<file path="config.mk">
export PLATFORM = sky130hd
export DESIGN_NAME = dqtc_top
export DESIGN_NICKNAME = d
export VERILOG_FILES = /design/src/core/dqtc_pkg.sv /design/src/core/dqtc_top.sv /design/src/core/dqtc_latency.sv
export SDC_FILE = /design/constraint.sdc
export NUM_CORES = 1
export LEC_CHECK = 0
export BUFFER_PORTS_ARGS = -buffer_cell sky130_fd_sc_hd__buf_2
export CAP_MARGIN = 20
export CORE_MARGIN = 2
export CORE_UTILIZATION = 27
export CTS_CLUSTER_DIAMETER = 80
export DETAILED_ROUTE_END_ITERATION = 10
export GPL_TIMING_DRIVEN = 1
export PLACE_DENSITY_LB_ADDON = 0.05
export RECOVER_POWER = 100
export SETUP_SLACK_MARGIN = 0.3
export SYNTH_ARGS = -nofsm -noshare
export SYNTH_HDL_FRONTEND = slang
export SYNTH_SLANG_ARGS = --single-unit
</file>
<file path="constraint.sdc">
create_clock -name hclk -period 3.2 [get_ports hclk]
set_input_delay 0.96 -clock hclk [delete_from_list [all_inputs] [get_ports hclk]]
set_output_delay 0.96 -clock hclk [all_outputs]
set_load 0.01 [all_outputs]
</file>
<file path="src/core/dqtc_pkg.sv">
package dqtc_pkg;

  // ****************************************************************
  // register map (byte addresses on the ahb-lite bus)
  // ****************************************************************
  localparam logic [3:0] CTRL_OFS   = 4'h0;  // termination mode register
  localparam logic [3:0] STATUS_OFS = 4'h4;  // live termination state
  localparam int         ADDR_LSB   = 2;     // word aligned registers
  localparam int         ADDR_W     = 4;     // decoded address bits

  // ****************************************************************
  // control register field positions
  // ****************************************************************
  localparam int CTRL_FIELD_LSB = 0;   // termination field, 3 bits
  localparam int CTRL_SETB_BIT  = 3;   // write latency set b
  localparam int CTRL_BL32_BIT  = 4;   // burst length 32
  localparam int CTRL_BIN_LSB   = 5;   // frequency bin, 3 bits
  localparam int CTRL_WL_BIT    = 8;   // write leveling mode
  localparam int CTRL_PD_BIT    = 9;   // power-down
  localparam int CTRL_SR_BIT    = 10;  // self-refresh
  localparam logic [10:0] CTRL_RESET = 11'h000;  // termination disabled

  // ****************************************************************
  // status register field positions
  // ****************************************************************
  localparam int STAT_DQ_BIT    = 0;   // data pin termination on
  localparam int STAT_DQS_BIT   = 1;   // strobe termination on
  localparam int STAT_EN_BIT    = 2;   // termination mode usable
  localparam int STAT_RUN_BIT   = 3;   // latency counter running
  localparam int STAT_OHMS_LSB  = 8;   // decoded resistance, 8 bits

  // ****************************************************************
  // termination field codes and resistance
  // ****************************************************************
  localparam logic [2:0] FIELD_OFF      = 3'h0;
  localparam logic [2:0] FIELD_RESERVED = 3'h7;
  localparam logic [7:0] CAL_REF_OHMS   = 8'hf0;  // 240 ohm reference

  // ****************************************************************
  // latency tables in clock cycles, index = frequency bin
  // bins: 0 10-266, 1 266-533, 2 533-800, 3 800-1066,
  //       4 1066-1333, 5 1333-1600, 6 1600-1866, 7 1866-2133 mhz
  // ****************************************************************
  localparam int LAT_W = 6;
  localparam logic [7:0][LAT_W-1:0] ON_LAT_A  = {6'd8, 6'd6, 6'd6, 6'd4,
                                                 6'd4, 6'd0, 6'd0, 6'd0};
  localparam logic [7:0][LAT_W-1:0] ON_LAT_B  = {6'd24, 6'd20, 6'd18, 6'd14,
                                                 6'd12, 6'd6, 6'd0, 6'd0};
  localparam logic [7:0][LAT_W-1:0] OFF_LAT_A = {6'd28, 6'd26, 6'd24, 6'd22,
                                                 6'd20, 6'd0, 6'd0, 6'd0};
  localparam logic [7:0][LAT_W-1:0] OFF_LAT_B = {6'd44, 6'd40, 6'd36, 6'd32,
                                                 6'd28, 6'd22, 6'd0, 6'd0};
  localparam logic [7:0] VALID_A = 8'hf8;  // set a defined from 800 mhz
  localparam logic [7:0] VALID_B = 8'hfc;  // set b defined from 533 mhz
  localparam logic [LAT_W-1:0] BL32_EXTRA = 6'd8;

  // sequencer states
  typedef enum logic [0:0] {ST_IDLE, ST_RUN} dqtc_state_e_t;

endpackage

</file>
<file path="src/core/dqtc_top.sv">
// The AHB-Lite slave port and the address map were left to the implementer.
`timescale 1ns/1ps
`default_nettype none
module dqtc_top (
  input  wire logic         hclk,             // 200 mhz, one tck
  input  wire logic         hresetn,          // async, active low
  input  wire logic         hsel,             // ahb-lite select
  input  wire logic [31:0]  haddr,            // byte address
  input  wire logic [1:0]   htrans,           // transfer type
  input  wire logic         hwrite,           // write when high
  input  wire logic [2:0]   hsize,            // word only
  input  wire logic [31:0]  hwdata,           // write data
  input  wire logic         hready,           // bus ready in
  output logic [31:0]       hrdata,           // read data
  output logic              hreadyout,        // always ready
  output logic              hresp,            // always okay
  input  wire logic         wr_first_beat,    // write-1 or masked write-1 sampled
  input  wire logic         cas2_beat,        // second column command beat sampled
  output logic              dq_term_en,       // data pins terminated
  output logic              dmi_term_en,      // data mask/inversion pin terminated
  output logic              strobe_term_en,   // strobe pair terminated
  output logic [2:0]        termination_resistance  // active code, 0 when off
);
  import dqtc_pkg::*;

  // ****************************************************************
  // state, one packed struct
  // ****************************************************************
  typedef struct packed {
    logic [2:0]       field;      // termination field
    logic             set_b;      // latency set b
    logic             bl32;       // burst length 32
    logic [2:0]       bin;        // frequency bin
    logic             wl;         // write leveling
    logic             pd;         // power-down
    logic             sr;         // self-refresh
    logic             wr_pend;    // write data phase pending
    logic [ADDR_W-1:0] wr_addr;   // latched write address
    logic [31:0]      rdata;      // read data register
    dqtc_state_e_t    st;         // sequencer state
    logic             armed;      // write-1 seen, waiting second beat
    logic             hold;       // keep on across a restarted burst
    logic [LAT_W-1:0] cnt;        // cycles since second beat
    logic             dq_on;      // data termination on
    logic             dqs_on;     // strobe termination on
  } dqtc_state_t;

  dqtc_state_t s_q;  // registered state
  dqtc_state_t s_d;  // next state

  logic [LAT_W-1:0] on_lat;     // current turn-on latency
  logic [LAT_W-1:0] off_lat;    // current turn-off latency
  logic             lat_valid;  // bin defined for this set
  logic             field_ok;   // field selects a resistance
  logic             mode_en;    // termination can be applied now
  logic             addr_ok;    // accepted address phase
  logic [ADDR_W-1:0] addr_w;    // decoded address bits

  // ****************************************************************
  // helpers
  // ****************************************************************
  // resistance for a field code, zero for off and reserved
  function automatic logic [7:0] field_ohms(input logic [2:0] f);
    logic [7:0] ohms;
    ohms = 8'h00;
    case (f)
      3'h1:    ohms = CAL_REF_OHMS;         // 240
      3'h2:    ohms = CAL_REF_OHMS / 8'h02; // 120
      3'h3:    ohms = CAL_REF_OHMS / 8'h03; // 80
      3'h4:    ohms = CAL_REF_OHMS / 8'h04; // 60
      3'h5:    ohms = CAL_REF_OHMS / 8'h05; // 48
      3'h6:    ohms = CAL_REF_OHMS / 8'h06; // 40
      default: ohms = 8'h00;                // no resistance
    endcase
    return ohms;
  endfunction

  // code usable as a resistance selection
  function automatic logic field_usable(input logic [2:0] f);
    return (f != FIELD_OFF) && (f != FIELD_RESERVED);
  endfunction

  // ****************************************************************
  // latency lookup
  // ****************************************************************
  dqtc_latency u_lat (
    .bin       (s_q.bin),
    .set_b     (s_q.set_b),
    .bl32      (s_q.bl32),
    .on_lat    (on_lat),
    .off_lat   (off_lat),
    .lat_valid (lat_valid)
  );

  // mode gating: usable field and neither low power state
  assign field_ok = field_usable(s_q.field);
  assign mode_en  = field_ok && !s_q.pd && !s_q.sr;
  // address phase taken when selected, ready and neither idle nor busy
  assign addr_ok  = hsel && hready && htrans[1];
  assign addr_w   = haddr[ADDR_W-1:0];

  // ****************************************************************
  // next-state logic
  // ****************************************************************
  always_comb begin
    // everything holds unless a branch below says otherwise
    s_d = s_q;
    // bus: read data is caught in the address phase
    if (addr_ok && !hwrite) begin
      case (addr_w)
        // control fields as last written
        CTRL_OFS: begin
          s_d.rdata = 32'h0;
          s_d.rdata[CTRL_FIELD_LSB +: 3] = s_q.field;
          s_d.rdata[CTRL_SETB_BIT]       = s_q.set_b;
          s_d.rdata[CTRL_BL32_BIT]       = s_q.bl32;
          s_d.rdata[CTRL_BIN_LSB +: 3]   = s_q.bin;
          s_d.rdata[CTRL_WL_BIT]         = s_q.wl;
          s_d.rdata[CTRL_PD_BIT]         = s_q.pd;
          s_d.rdata[CTRL_SR_BIT]         = s_q.sr;
        end
        // live state of the sequencer and pins
        STATUS_OFS: begin
          s_d.rdata = 32'h0;
          s_d.rdata[STAT_DQ_BIT]         = s_q.dq_on;
          s_d.rdata[STAT_DQS_BIT]        = s_q.dqs_on;
          s_d.rdata[STAT_EN_BIT]         = mode_en && lat_valid;
          s_d.rdata[STAT_RUN_BIT]        = (s_q.st == ST_RUN);
          s_d.rdata[STAT_OHMS_LSB +: 8]  = field_ohms(s_q.field);
        end
        // unmapped reads return zero
        default: s_d.rdata = 32'h0;
      endcase
    end
    // bus: write data phase follows the address phase
    s_d.wr_pend = addr_ok && hwrite;
    if (addr_ok && hwrite) begin
      s_d.wr_addr = addr_w;
    end
    if (s_q.wr_pend && (s_q.wr_addr == CTRL_OFS)) begin
      s_d.field = hwdata[CTRL_FIELD_LSB +: 3];
      s_d.set_b = hwdata[CTRL_SETB_BIT];
      s_d.bl32  = hwdata[CTRL_BL32_BIT];
      s_d.bin   = hwdata[CTRL_BIN_LSB +: 3];
      s_d.wl    = hwdata[CTRL_WL_BIT];
      s_d.pd    = hwdata[CTRL_PD_BIT];
      s_d.sr    = hwdata[CTRL_SR_BIT];
    end

    // sequencer: first beat arms, second beat starts the count
    if (wr_first_beat && mode_en && lat_valid && !s_q.wl) begin
      s_d.armed = 1'b1;
    end
    // idle waits for the second beat, run counts from it
    case (s_q.st)
      ST_IDLE: begin
        s_d.dq_on = 1'b0;
        s_d.hold  = 1'b0;
        // second beat of an armed write starts the count
        if (s_q.armed && cas2_beat) begin
          s_d.st    = ST_RUN;
          s_d.cnt   = '0;
          s_d.armed = wr_first_beat && mode_en && lat_valid && !s_q.wl;
        end
      end
      ST_RUN: begin
        if (s_q.armed && cas2_beat) begin
          // back-to-back write restarts the count, on stays on
          s_d.cnt   = '0;
          s_d.hold  = s_q.dq_on;
          s_d.armed = wr_first_beat && mode_en && lat_valid && !s_q.wl;
        end else begin
          s_d.cnt = s_q.cnt + 1'b1;
        end
        // turn-on point reached
        if (s_d.cnt == on_lat) begin
          s_d.dq_on = 1'b1;
          s_d.hold  = 1'b0;
        end
        // turn-off point reached, back to idle
        if (s_d.cnt == off_lat) begin
          s_d.st    = ST_IDLE;
          s_d.dq_on = 1'b0;
          s_d.hold  = 1'b0;
        end
      end
      // unreachable encoding falls back to idle
      default: begin
        s_d.st    = ST_IDLE;
        s_d.dq_on = 1'b0;
      end
    endcase
    // leaving the mode kills any burst; field, power and leveling settings
    // written at this edge count at once, a new bin or set a cycle later
    if (!field_usable(s_d.field) || s_d.pd || s_d.sr || !lat_valid || s_d.wl) begin
      s_d.st    = ST_IDLE;
      s_d.armed = 1'b0;
      s_d.dq_on = 1'b0;
      s_d.hold  = 1'b0;
    end
    // strobes: leveling terminates them alone, else they track data
    if (s_d.wl) begin
      s_d.dqs_on = field_usable(s_d.field) && !s_d.pd && !s_d.sr;
    end else begin
      s_d.dqs_on = s_d.dq_on || s_d.hold;
    end
    // a restarted burst keeps the pins on; the kill above clears hold
    if (s_d.hold) begin
      s_d.dq_on = 1'b1;
    end
  end

  // ****************************************************************
  // state register
  // ****************************************************************
  // asynchronous reset loads constants only
  always_ff @(posedge hclk or negedge hresetn) begin
    if (!hresetn) begin
      s_q       <= '0;
      s_q.field <= CTRL_RESET[CTRL_FIELD_LSB +: 3];
      s_q.st    <= ST_IDLE;
    end else begin
      s_q <= s_d;
    end
  end

  // ****************************************************************
  // outputs
  // ****************************************************************
  assign hrdata                 = s_q.rdata;
  // the bus is answered at once and never sees an error
  assign hreadyout              = 1'b1;     // zero wait states
  assign hresp                  = 1'b0;     // always okay
  assign dq_term_en             = s_q.dq_on;
  assign dmi_term_en            = s_q.dq_on;
  assign strobe_term_en         = s_q.dqs_on;
  assign termination_resistance = (s_q.dq_on || s_q.dqs_on) ? s_q.field : FIELD_OFF;
endmodule
`default_nettype wire

</file>
<file path="src/core/dqtc_latency.sv">
`timescale 1ns/1ps
`default_nettype none
// ****************************************************************
// latency lookup for the selected bin, set and burst length
// ****************************************************************
module dqtc_latency (
  input  wire logic [2:0]                 bin,       // frequency bin
  input  wire logic                       set_b,     // write latency set b
  input  wire logic                       bl32,      // burst length 32
  output logic [dqtc_pkg::LAT_W-1:0]      on_lat,    // cycles to turn-on
  output logic [dqtc_pkg::LAT_W-1:0]      off_lat,   // cycles to turn-off
  output logic                            lat_valid  // bin has latencies
);
  import dqtc_pkg::*;

  // table pick, no entries below the lowest defined bin
  always_comb begin
    if (set_b) begin
      on_lat    = ON_LAT_B[bin];
      off_lat   = OFF_LAT_B[bin];
      lat_valid = VALID_B[bin];
    end else begin
      on_lat    = ON_LAT_A[bin];
      off_lat   = OFF_LAT_A[bin];
      lat_valid = VALID_A[bin];
    end
    // longer burst stretches only the turn-off point
    if (bl32) begin
      off_lat = off_lat + BL32_EXTRA;
    end
  end

endmodule
`default_nettype wire

</file>
* Yosys cells after proc, flatten, opt, wreduce, memory -nomap -nowiden
Memory sizes are Yosys's and may differ from the RTL's. Index checks and enable logic that the tools add are counted.
Storage, ports and cells: register bits 59, output and inout bits 40, ROM bits 208, memories kept 6, input bits 76
Cells by class: magnitude comparators 1, bitwise gates (word level) 1, reduce and logical (&&, ||, !) cells 34, muxes and demuxes 30, equal/unequal tests 12, $add $sub $neg 2
Memory list:
- (no name shown) | words 8, bits a word 6, rd ports 1, clocked after Yosys merged registers in 0, wr ports 0, RTL line dqtc_latency.sv:20 | off_lat = OFF_LAT_B[bin];
- (no name shown) | words 8, bits a word 6, rd ports 1, clocked after Yosys merged registers in 0, wr ports 0, RTL line dqtc_latency.sv:19 | on_lat = ON_LAT_B[bin];
- (no name shown) | words 8, bits a word 6, rd ports 1, clocked after Yosys merged registers in 0, wr ports 0, RTL line dqtc_latency.sv:23 | on_lat = ON_LAT_A[bin];
- (no name shown) | words 8, bits a word 6, rd ports 1, clocked after Yosys merged registers in 0, wr ports 0, RTL line dqtc_latency.sv:24 | off_lat = OFF_LAT_A[bin];
- (no name shown) | words 8, bits a word 1, rd ports 1, clocked after Yosys merged registers in 0, wr ports 0, RTL line dqtc_latency.sv:25 | lat_valid = VALID_A[bin];
- (no name shown) | words 8, bits a word 1, rd ports 1, clocked after Yosys merged registers in 0, wr ports 0, RTL line dqtc_latency.sv:21 | lat_valid = VALID_B[bin];
Operators with widths (number):
- 6-bit 2-to-1 mux | 10
- 8-bit one-hot mux with 6 select lines | 1
- 16-bit one-hot mux with 2 select lines | 1
- 10-bit one-hot mux with 2 select lines | 1
- 1-bit logical AND | 16
- 6-bit == test | 2
- 1-bit 2-to-1 mux | 12
- 11-bit 2-to-1 mux | 1
- 3-bit == test (second input constant) | 3
- 1-bit logical NOT | 8
- 4-bit logical NOT | 2
- 6-bit by 1-bit adder with 6-bit output (second input constant) | 1
- 6-bit by 4-bit adder with 6-bit output (second input constant) | 1
- 3-bit by 2-bit == test with 1-bit output (second input constant) | 2
- 1-bit logical OR | 6
- 3-bit 2-to-1 mux | 2
- 3-bit != test (second input constant) | 2
- 3-bit nonzero test | 2
- 4-bit by 3-bit == test with 1-bit output (second input constant) | 1
- 3-bit by 4-bit less-than comparator with 1-bit output (second input constant) | 1
- 2-bit 2-to-1 mux | 2
- 3-bit by 1-bit == test with 1-bit output (second input constant) | 1
- 2-bit != test (second input constant) | 1
- 1-bit inverter | 1

* Depth between registers and ports, before layout
Gate-level depths: netlist of the first run.
depth after elaboration 15, gate-level depth with buffers 12, gate-level depth less buffers 12

* Hierarchy
From an unflattened synthesis of the first run, not the netlist that was laid out.
Unflattened totals: cell total of the unflattened synthesis 325, area, all modules 2941.6 um^2
Modules (own cells, without submodules):
- dqtc_top | sequential area each 1076.0 um^2, cells each 274, instances 1, area each 2588.7 um^2
- dqtc_latency | sequential area each 0.0 um^2, cells each 51, instances 1, area each 352.8 um^2

* Least setup slack after synthesis of the first run
No wires, ideal clock.
path kind register to register, from register s_q[52] in the netlist's numbering, to register s_q[8] in the netlist's numbering, period minus slack after synthesis 2495 ps, buffers on the path 0, path slack 705 ps, arrival time 2415 ps, stages on the path, launching flop included 11, library setup time 80 ps, cell sequence dfrtp_1 -> inv_1 -> ha_1 -> inv_1 -> mux4_2 -> xnor2_1 -> a32o_1 -> a311oi_2 -> a221oi_2 -> or2_1 -> nor3_2
RTL lines:
- start, declared | RTL line dqtc_top.sv:48 | dqtc_state_t s_q;

==> flow_summary.yaml, run 1 <==
status:
  outcome: "completed"
power_and_ir_drop:
  cellLeakagePower_uw: 0.00131
  power_density_mw_per_mm2: 777
  peakVddDrop_uv: 356
  intPower_uw: 1390
  clockPowerShare_pct: 23.0
  pwr-share-seq_pct: 38.7
  power_switching_uw: 852
  combinationalPowerShare_pct: 38.3
  switching_share_pct: 38.1
global_route:
  met1_usage_pct: 16.8
  grt_pass1_vias: 1858
  grtUsageMet3_pct: 2.51
  grt_busiest_layer: "met2"
  track_usage_pct: 12.1
  use_met2_pct: 19.6
  grt-ovfl-total: 0
  grt_first_pass_wirelength_um: 9810
  grt_max_degree: 44
  antenna_found_initial: 0
synth:
  syn_area_mm2: 0.00263
  synth-edff-count: 0
  synthTopCellsByArea: "dfrtp_1 (41%), buf_4 (10%), nand2_1 (4.7%)"
  synthCells: 274
  synth_top_area_share_pct: 40.9
  ys_seq_area_share_pct: 40.9
  ys_ff_latch: 43
  avgSynthCellArea_um2: 9.59
  synthArstFlopShare_pct: 100
  ys_types: 51
  synth_top_cell_by_area: "dfrtp_1"
  ys.flop_type: "dfrtp_1"
  yosys_warnings: 0
min_path:
  min_from: "hrdata[14]$_DFFE_PN0P_"
  hp-class: "register to register"
placed_design:
  dpl.hpwl_um: 4390
  place_congestion: 0.722
  numPortBuffers: 44
  placed_area_mm2: 0.00280
setup_path:
  crit_path_start: "s_q[52]$_DFFE_PN0N_"
  crit_required_ns: 3.42
  crit_path_end_kind: "register"
  startpoint_type: "register"
  crit_fanout: 9
  crit_arrival_ns: 3.08
  crit_type: "register to register"
  r2r-start: "s_q[52]$_DFFE_PN0N_"
clock_network:
  ctsHoldBuffers: 0
  htree_levels: 2
  cts_setup_buffers: 0
  clkLatencyLatePin_ns: 0.29
  cts.sinks: 43
  clockBufferDepth: 2
  cts_resized: 0
  cts_made_buffers: 5
  root_buffer: "clkbuf_8"
  clk_pin_slew_ns: 0.09
  cts_tree: "built"
finish:
  area_delta_synth_final_pct: 9.57
  most-common-layout-cells: "dfrtp_1 (42), nand2_1 (33), clkbuf_1 (27), buf_2 (21), conb_1 (18)"
  drive_gt1_share_pct: 14.0
  fin_nets: 382
  antenna_cells: 0
  final_cell_area_mm2: 0.00288
  fillers: 1050
  final_common_cell: "dfrtp_1"
floorplan:
  core_region_area_mm2: 0.00959
  start_util_pct: 27.4
  rows: 36
  fp.dieW_um: 103
  die_area_mm2: 0.0105
  num_io_pins: 116
  die_y_um: 103
routing:
  drt_iter0_markers: 40
  drt-pass1-iter-count: 4
  dr_total_vias: 1878
  drt_wl_total_um: 6030
  drc: 0
  vias_per_cell: 4.33
  routedWlPerCell_um: 13.9
  ant_nets: 0
sta:
  fin_skew_ns: 0.00504
  setup_tns_ns: 0
  relSlewSlack_pct: 25.8
  rsz0062_at_grt: "no"
  finalCriticalPeriod_ns: 2.86
  drv_slew: 0
  finalCritPeriodShare_pct: 89.4
  setup_violations: 0
  worst-slew-pin-transition_ns: 1.11
  fmax_ghz: 0.349
  finalHoldViolations: 0
run:
  max_cap_violations: 0
[layout make-up]
| class | count | area, µm² | share of cell area (%) |
|---|---|---|---|
| Multi-Input combinational cell | 191 | 1250 | 43.4 |
| Sequential cell | 43 | 1080 | 37.4 |
| Timing Repair Buffer | 49 | 215 | 7.47 |
| Tap cell | 133 | 166 | 5.78 |
| Clock buffer | 6 | 72.6 | 2.52 |
| Clock inverter | 2 | 60.1 | 2.09 |
| Inverter | 10 | 37.5 | 1.30 |
[sequential cells by signal, summed over array words and instances, names as in the netlist]
signal / cells
s_q: 25
hrdata: 16
dmi_term_en: 1
strobe_term_en: 1
[synth_stat cells (2+ instances only)]
master / number
dfrtp_1: 43
buf_4: 36
nand2_1: 33
nor2_1: 15
inv_1: 9
xor2_1: 9
a21oi_1: 8
xnor2_1: 8
clkbuf_1: 7
mux2_2: 7
o21ai_0: 7
a22o_1: 6
ha_1: 6
mux2i_1: 6
nor2b_1: 6
a22oi_1: 5
nor3_1: 5
and2_1: 4
nand3_1: 4
nand4_1: 4
nor4_1: 4
o31ai_1: 3
a211oi_1: 2
a21boi_0: 2
a21o_1: 2
a32o_1: 2
and3_1: 2
buf_2: 2
conb_1: 2
nand2b_1: 2
nand4b_1: 2
o21ai_1: 2
[power by group through the flow]
stage          clock network (µW)  registers [µW]  logic [µW]
2_1_floorplan                   0             773         800
3_3_place_gp                    0             886         885
3_5_place_dp                    0             883         884
4_1_cts                       536             872         888
5_1_grt                       564             901         985
6_report                      514             867         857
[path summary, 6_finish.rpt]
path / end / slack (ns) / depth (start not counted)
max: s_q[8]$_DFF_PN0_ / 0.34 / 10
min: hrdata[14]$_DFFE_PN0P_ / 0.48 / 2
max reg2reg: s_q[8]$_DFF_PN0_ / 0.34 / 10
min reg2reg: hrdata[14]$_DFFE_PN0P_ / 0.48 / 2
max in group asynchronous: s_q[51]$_DFFE_PN0N_ / 1.50 / 2
min in group asynchronous: hrdata[12]$_DFFE_PN0P_ / 0.95 / 2
[per-stage QoR]
stage | hold slack, ns | worst slack (ns) | power [µW] | util (%) | std cells
after floorplan | 0.446 | 0.705 | 1570 | - | 290
after global placement | 0.457 | 0.390 | 1770 | 29.1 | 426
after detailed placement | 0.464 | 0.405 | 1770 | 29.1 | 426
after CTS | 0.485 | 0.375 | 2300 | 30.5 | 434
after global routing | 0.505 | 0.171 | 2450 | 30.0 | 434
final | 0.481 | 0.338 | 2240 | 30.0 | 434
[metal layers]
| layer | vias to the layer above | part of all wire, % |
|---|---|---|
| met5 | - | 0 |
| met4 | 0 | 0.63 |
| met3 | 2 | 4.9 |
| met2 | 43 | 45 |
| met1 | 886 | 50 |
| li1 | 947 | - |
[critical path, cell delays in order (launching register included)]
cell and delay (ns):
dfrtp_1 0.50, inv_1 0.13, ha_1 0.33, inv_1 0.04, mux4_2 0.51, xnor2_1 0.15, a32o_1 0.26, a311oi_1 0.35
a221oi_2 0.09, or2_1 0.26, nor3_2 0.17
[cell families (layout without fill, tap and decap cells)]
| family | Yosys count | in the layout | synth area share (%) |
|---|---|---|---|
| AND/OR/NAND/NOR | 87 | 87 | 16.3 |
| buffers and inverters | 56 | 67 | 13.5 |
| AO/OA/AOI/OAI | 48 | 48 | 13.3 |
| flip-flops | 43 | 43 | 40.9 |
| XOR/XNOR | 17 | 17 | 5.66 |
| multiplexers | 15 | 15 | 7.14 |
| adder cells (fa/ha/maj) | 6 | 6 | 2.86 |
| other | 2 | 18 | 0.286 |
Power figures use the tool's default switching activity.
==> run 2, diff against run 1 <==
Settings changed: PLACE_DENSITY_LB_ADDON 0.05 to default.
==> run 2 against run 1 <==
  * Setup slack better by 0.097 ns
  * Die area did not move
  * Final area shrank 2.1%
  * Flip-flop and latch count stayed put
  * Hold slack gained 0.00069 ns
  * Maximum frequency is 3.5% higher
  * Clock power shrank 34%
  * Sequential share of layout area increased by 0.77 points
  * Power down 8.3%
  * Critical path type unchanged
  * Critical endpoint unchanged
  * Largest cell class unchanged
==> flow_summary.yaml, run 2 (synthesis results as in run 1) <==
setup_path:
  worst-path-stages: 10
  startpoint_type: "register"
  crit_path_end_kind: "register"
  crit_path_start: "s_q[52]$_DFFE_PN0N_"
  cpMostUsedCell: "inv_1"
  crit_arrival_ns: 2.98
  crit_type: "register to register"
  cp_num_buf_inv: 2
  cp-endpoint: "s_q[8]$_DFF_PN0_"
  crit_family: "compound AO/OA/AOI/OAI gates"
  cpPeakStageDelay_ns: 0.51
  worst-r2r-setup-slack_ns: 0.43
  cp_slowest_cell: "mux4_2"
  r2r-start: "s_q[52]$_DFFE_PN0N_"
  cp_cell_sequence: "inv_1 -> ha_1 -> inv_1 -> mux4_2 -> xnor2_1 -> a32o_1 -> a311oi_2 -> a221oi_1 -> or2_0 -> nor3_2"
  crit_required_ns: 3.42
  worstReg2RegEnd: "s_q[8]$_DFF_PN0_"
  crit_fanout: 9
  rr_worst_depth: 10
clock_network:
  ctsHoldBuffers: 0
  clk_pin_slew_ns: 0.08
  cts_tree: "built"
  cts.sinks: 43
  htree_levels: 2
  cts_setup_buffers: 0
  cts_resized: 0
  root_buffer: "clkbuf_8"
  clkLatencyLatePin_ns: 0.29
  cts_made_buffers: 5
  clockBufferDepth: 2
sta:
  fmax_ghz: 0.362
  relSlewSlack_pct: 30.3
  setup_tns_ns: 0
  setup_violations: 0
  finalHoldViolations: 0
  finalCriticalPeriod_ns: 2.77
  finalCritPeriodShare_pct: 86.4
  rsz0062_at_grt: "no"
  drv_slew: 0
  worst-slew-pin-transition_ns: 1.05
  fin_skew_ns: 0.00520
global_route:
  grt_first_pass_wirelength_um: 8730
  antenna_found_initial: 0
  grt_pass1_vias: 1788
  track_usage_pct: 10.7
  grt_max_degree: 44
  grt-ovfl-total: 0
run:
  max_cap_violations: 0
finish:
  largest_reg_flops: 25
  top_register: "s_q"
  multiInputGateArea_mm2: 0.00125
  drive_gt1_share_pct: 13.0
  final_common_cell: "dfrtp_1"
  fin_util_pct: 29.4
  area_delta_synth_final_pct: 7.23
  antenna_cells: 0
  fin_nets: 380
  fillers: 1012
  seq_area_mm2: 0.00108
  most-common-layout-cells: "dfrtp_1 (43), nand2_1 (33), clkbuf_1 (27), buf_2 (20), conb_1 (18)"
min_path:
  hold-path-cell-count: 1
  hp-class: "register to register"
routing:
  drt_iter0_markers: 72
  drt-pass1-iter-count: 7
  ant_nets: 0
  drt_wl_total_um: 5340
  wl_met2_um: 2490
  routedWlPerCell_um: 12.4
  top_layer_used: "met4"
  dr_wl_met3_um: 281
  drc: 0
  dr_total_vias: 1914
  met1Wirelength_um: 2510
  vias_per_cell: 4.43
status:
  outcome: "completed"
floorplan:
  start_util_pct: 27.4
  rows: 36
  num_io_pins: 116
  die_y_um: 103
  core_region_area_mm2: 0.00959
  fp.dieW_um: 103
  die_area_mm2: 0.0105
power_and_ir_drop:
  combinationalPowerShare_pct: 41.4
  power_switching_uw: 828
  cellLeakagePower_uw: 0.00127
  power_density_mw_per_mm2: 728
  clockPowerShare_pct: 16.6
  pwr-share-seq_pct: 42.0
  totalPowerFinal_uw: 2050
  peakVddDrop_uv: 226
  intPower_uw: 1220
  switching_share_pct: 40.4
placed_design:
  numPortBuffers: 44
  dpl.hpwl_um: 4040
  place_congestion: 0.768
run 2: how the worst min path moves through the flow:
stage / endpoint / slack, ns / from
finish: hrdata[12]$_DFFE_PN0P_ / 0.48 / hrdata[12]$_DFFE_PN0P_
global route: hrdata[12]$_DFFE_PN0P_ / 0.50 / hrdata[12]$_DFFE_PN0P_
CTS: hrdata[14]$_DFFE_PN0P_ / 0.49 / hrdata[14]$_DFFE_PN0P_
detailed placement: hrdata[14]$_DFFE_PN0P_ / 0.47 / hrdata[14]$_DFFE_PN0P_
global placement: hrdata[14]$_DFFE_PN0P_ / 0.46 / hrdata[14]$_DFFE_PN0P_
floorplan: s_q[44]$_DFFE_PN0P_ / 0.45 / s_q[44]$_DFFE_PN0P_
run 2: layer usage:
| layer | global-route usage [%] | up-vias |
|---|---|---|
| met4 | 3.08 | 0 |
| met5 | 0 | - |
| met1 | 14.1 | 915 |
| li1 | - | 949 |
| met3 | 2.71 | 5 |
| met2 | 17.3 | 45 |
run 2: stage by stage:
stage               hold slack (ns)  instances  instance area (µm²)  setup slack (ns)
floorplan                     0.446        290                 2690             0.705
global placement              0.457        424                 2780             0.483
detailed placement            0.466        424                 2780             0.501
CTS                           0.485        432                 2870             0.454
global route                  0.504        432                 2820             0.175
finish                        0.482        432                 2820             0.435
run 2: cell type report:
cell class	instances	area share (%)
sequential	43	38.2
clock buffer	6	2.57
multi-input combinational	191	44.4
timing repair buffer	47	7.19
tap	133	5.90
clock inverter	2	0.444
inverter	10	1.33
run 2: power groups by stage:
stage                     combinational [µW]  clock, µW  sequential [µW]
after floorplan                          800          0              773
after global placement                   849          0              867
after detailed placement                 867          0              872
after CTS                                872        359              861
after global routing                     964        382              888
final                                    849        340              862
==> run 3, diff against run 2 <==
Settings changed: REMOVE_ABC_BUFFERS from default to 1.
==> run 3 against run 2 <==
  * Final area increased by 2.4%
  * Sequential power is essentially flat
  * Sequential share of layout area shrank 0.85 points
  * Critical path depth is the same
  * Die area did not move
==> flow_summary.yaml, run 3 (synthesis results as in run 1) <==
setup_path:
  crit_fanout: 6
  crit_type: "register to register"
  crit_family: "compound AO/OA/AOI/OAI gates"
  cp_num_buf_inv: 2
  startpoint_type: "register"
  crit_required_ns: 3.41
  cpPeakStageDelay_ns: 0.50
  cpMostUsedCell: "inv_1"
  crit_arrival_ns: 3.10
  cp_slowest_cell: "mux4_2"
  worst-path-stages: 10
  rr_worst_depth: 10
  cp_cell_sequence: "inv_1 -> ha_1 -> inv_1 -> mux4_2 -> xnor2_1 -> a32o_1 -> a311oi_1 -> a221oi_2 -> or2_0 -> nor3_2"
  crit_path_end_kind: "register"
sta:
  fmax_ghz: 0.346
  fin_skew_ns: 0.00767
  finalHoldViolations: 0
  setup_tns_ns: 0
  finalCritPeriodShare_pct: 90.4
  relSlewSlack_pct: 36.9
  drv_slew: 0
  rsz0062_at_grt: "no"
  setup_violations: 0
  worst-slew-pin-transition_ns: 0.946
  whs_ns: 0.485
  finalCriticalPeriod_ns: 2.89
min_path:
  hp-class: "register to register"
  hold-path-cell-count: 2
global_route:
  grt_pass1_vias: 1880
  track_usage_pct: 11.0
  antenna_found_initial: 0
  grt-ovfl-total: 0
  grt_first_pass_wirelength_um: 9030
  grt_max_degree: 44
routing:
  routedWlPerCell_um: 12.7
  drc: 0
  drt-pass1-iter-count: 4
  ant_nets: 0
  vias_per_cell: 4.43
  drt_wl_total_um: 5510
  drt_iter0_markers: 51
  dr_total_vias: 1917
clock_network:
  root_buffer: "clkbuf_8"
  cts_tree: "built"
  clk_pin_slew_ns: 0.08
  cts_setup_buffers: 0
  htree_levels: 2
  cts.sinks: 43
  clkLatencyLatePin_ns: 0.29
  cts_made_buffers: 5
  clockBufferDepth: 2
placed_design:
  dpl.hpwl_um: 4090
  numPortBuffers: 44
  place_congestion: 0.841
finish:
  top_register: "s_q"
  drive_gt1_share_pct: 13.3
  final_common_cell: "dfrtp_1"
  most-common-layout-cells: "dfrtp_1 (42), nand2_1 (33), clkbuf_1 (28), buf_2 (20), conb_1 (18)"
  area_delta_synth_final_pct: 9.80
  largest_reg_flops: 25
  fin_util_pct: 30.1
  fin_nets: 381
  antenna_cells: 0
power_and_ir_drop:
  power_density_mw_per_mm2: 771
  peakVddDrop_uv: 244
  cellLeakagePower_uw: 0.00130
floorplan:
  die_area_mm2: 0.0105
  fp.dieW_um: 103
  start_util_pct: 27.4
  num_io_pins: 116
  rows: 36
  core_region_area_mm2: 0.00959
  die_y_um: 103
status:
  outcome: "completed"
run:
  max_cap_violations: 0
[run 3: worst paths after layout]
kind | from | slack (ns) | end
setup / recovery | s_q[51]$_DFFE_PN0N_ | 0.31 | s_q[8]$_DFF_PN0_
hold / removal | s_q[46]$_DFFE_PN0P_ | 0.49 | s_q[46]$_DFFE_PN0P_
setup reg to reg | s_q[51]$_DFFE_PN0N_ | 0.31 | s_q[8]$_DFF_PN0_
hold reg to reg | s_q[46]$_DFFE_PN0P_ | 0.49 | s_q[46]$_DFFE_PN0P_
max in group asynchronous | hresetn | 1.75 | s_q[3]$_DFFE_PN0P_
min in group asynchronous | hresetn | 0.78 | hrdata[13]$_DFFE_PN0P_
[run 3: final cells by class]
type | instances | area, µm²
fill | 1009 | 6710
multi-input combinational | 191 | 1250
sequential | 43 | 1080
timing repair buffer | 48 | 221
tap | 133 | 166
clock buffer | 6 | 72.6
clock inverter | 2 | 60.1
inverter | 10 | 37.5
[run 3: worst min-delay path: stages, from the launching register on]
cell     delay [ns]
dfrtp_1        0.35
nand2_1        0.05
nand2_1        0.06
[run 3: what timing repair did]
| action | CTS | global route |
|---|---|---|
| gates resized for setup | 0 | 2 |
| hold buffers | 0 | 0 |
| setup endpoints to repair | 0 | 1 |
[run 3: power breakdown]
| group | switching [µW] | internal (µW) |
|---|---|---|
| Clock | 188 | 312 |
| Combinational | 454 | 411 |
| Sequential | 194 | 664 |
[run 3: stage by stage]
stage	instances	total power [µW]	setup WS [ns]	instance area, µm²
floorplan	244	1510	0.598	2370
global placement	424	1710	0.494	2780
detailed placement	424	1740	0.394	2780
CTS	432	2250	0.370	2910
global route	433	2400	0.177	2890
finish	433	2220	0.308	2890
[run 3: layer usage]
metal / global-route usage [%] / share of wire (%) / vias to the layer above
met4: 3.69 / 1.1 / 0
met1: 14.6 / 48 / 921
met5: 0 / 0 / -
met3: 2.78 / 6.0 / 5
li1: - / - / 936
met2: 17.4 / 45 / 55
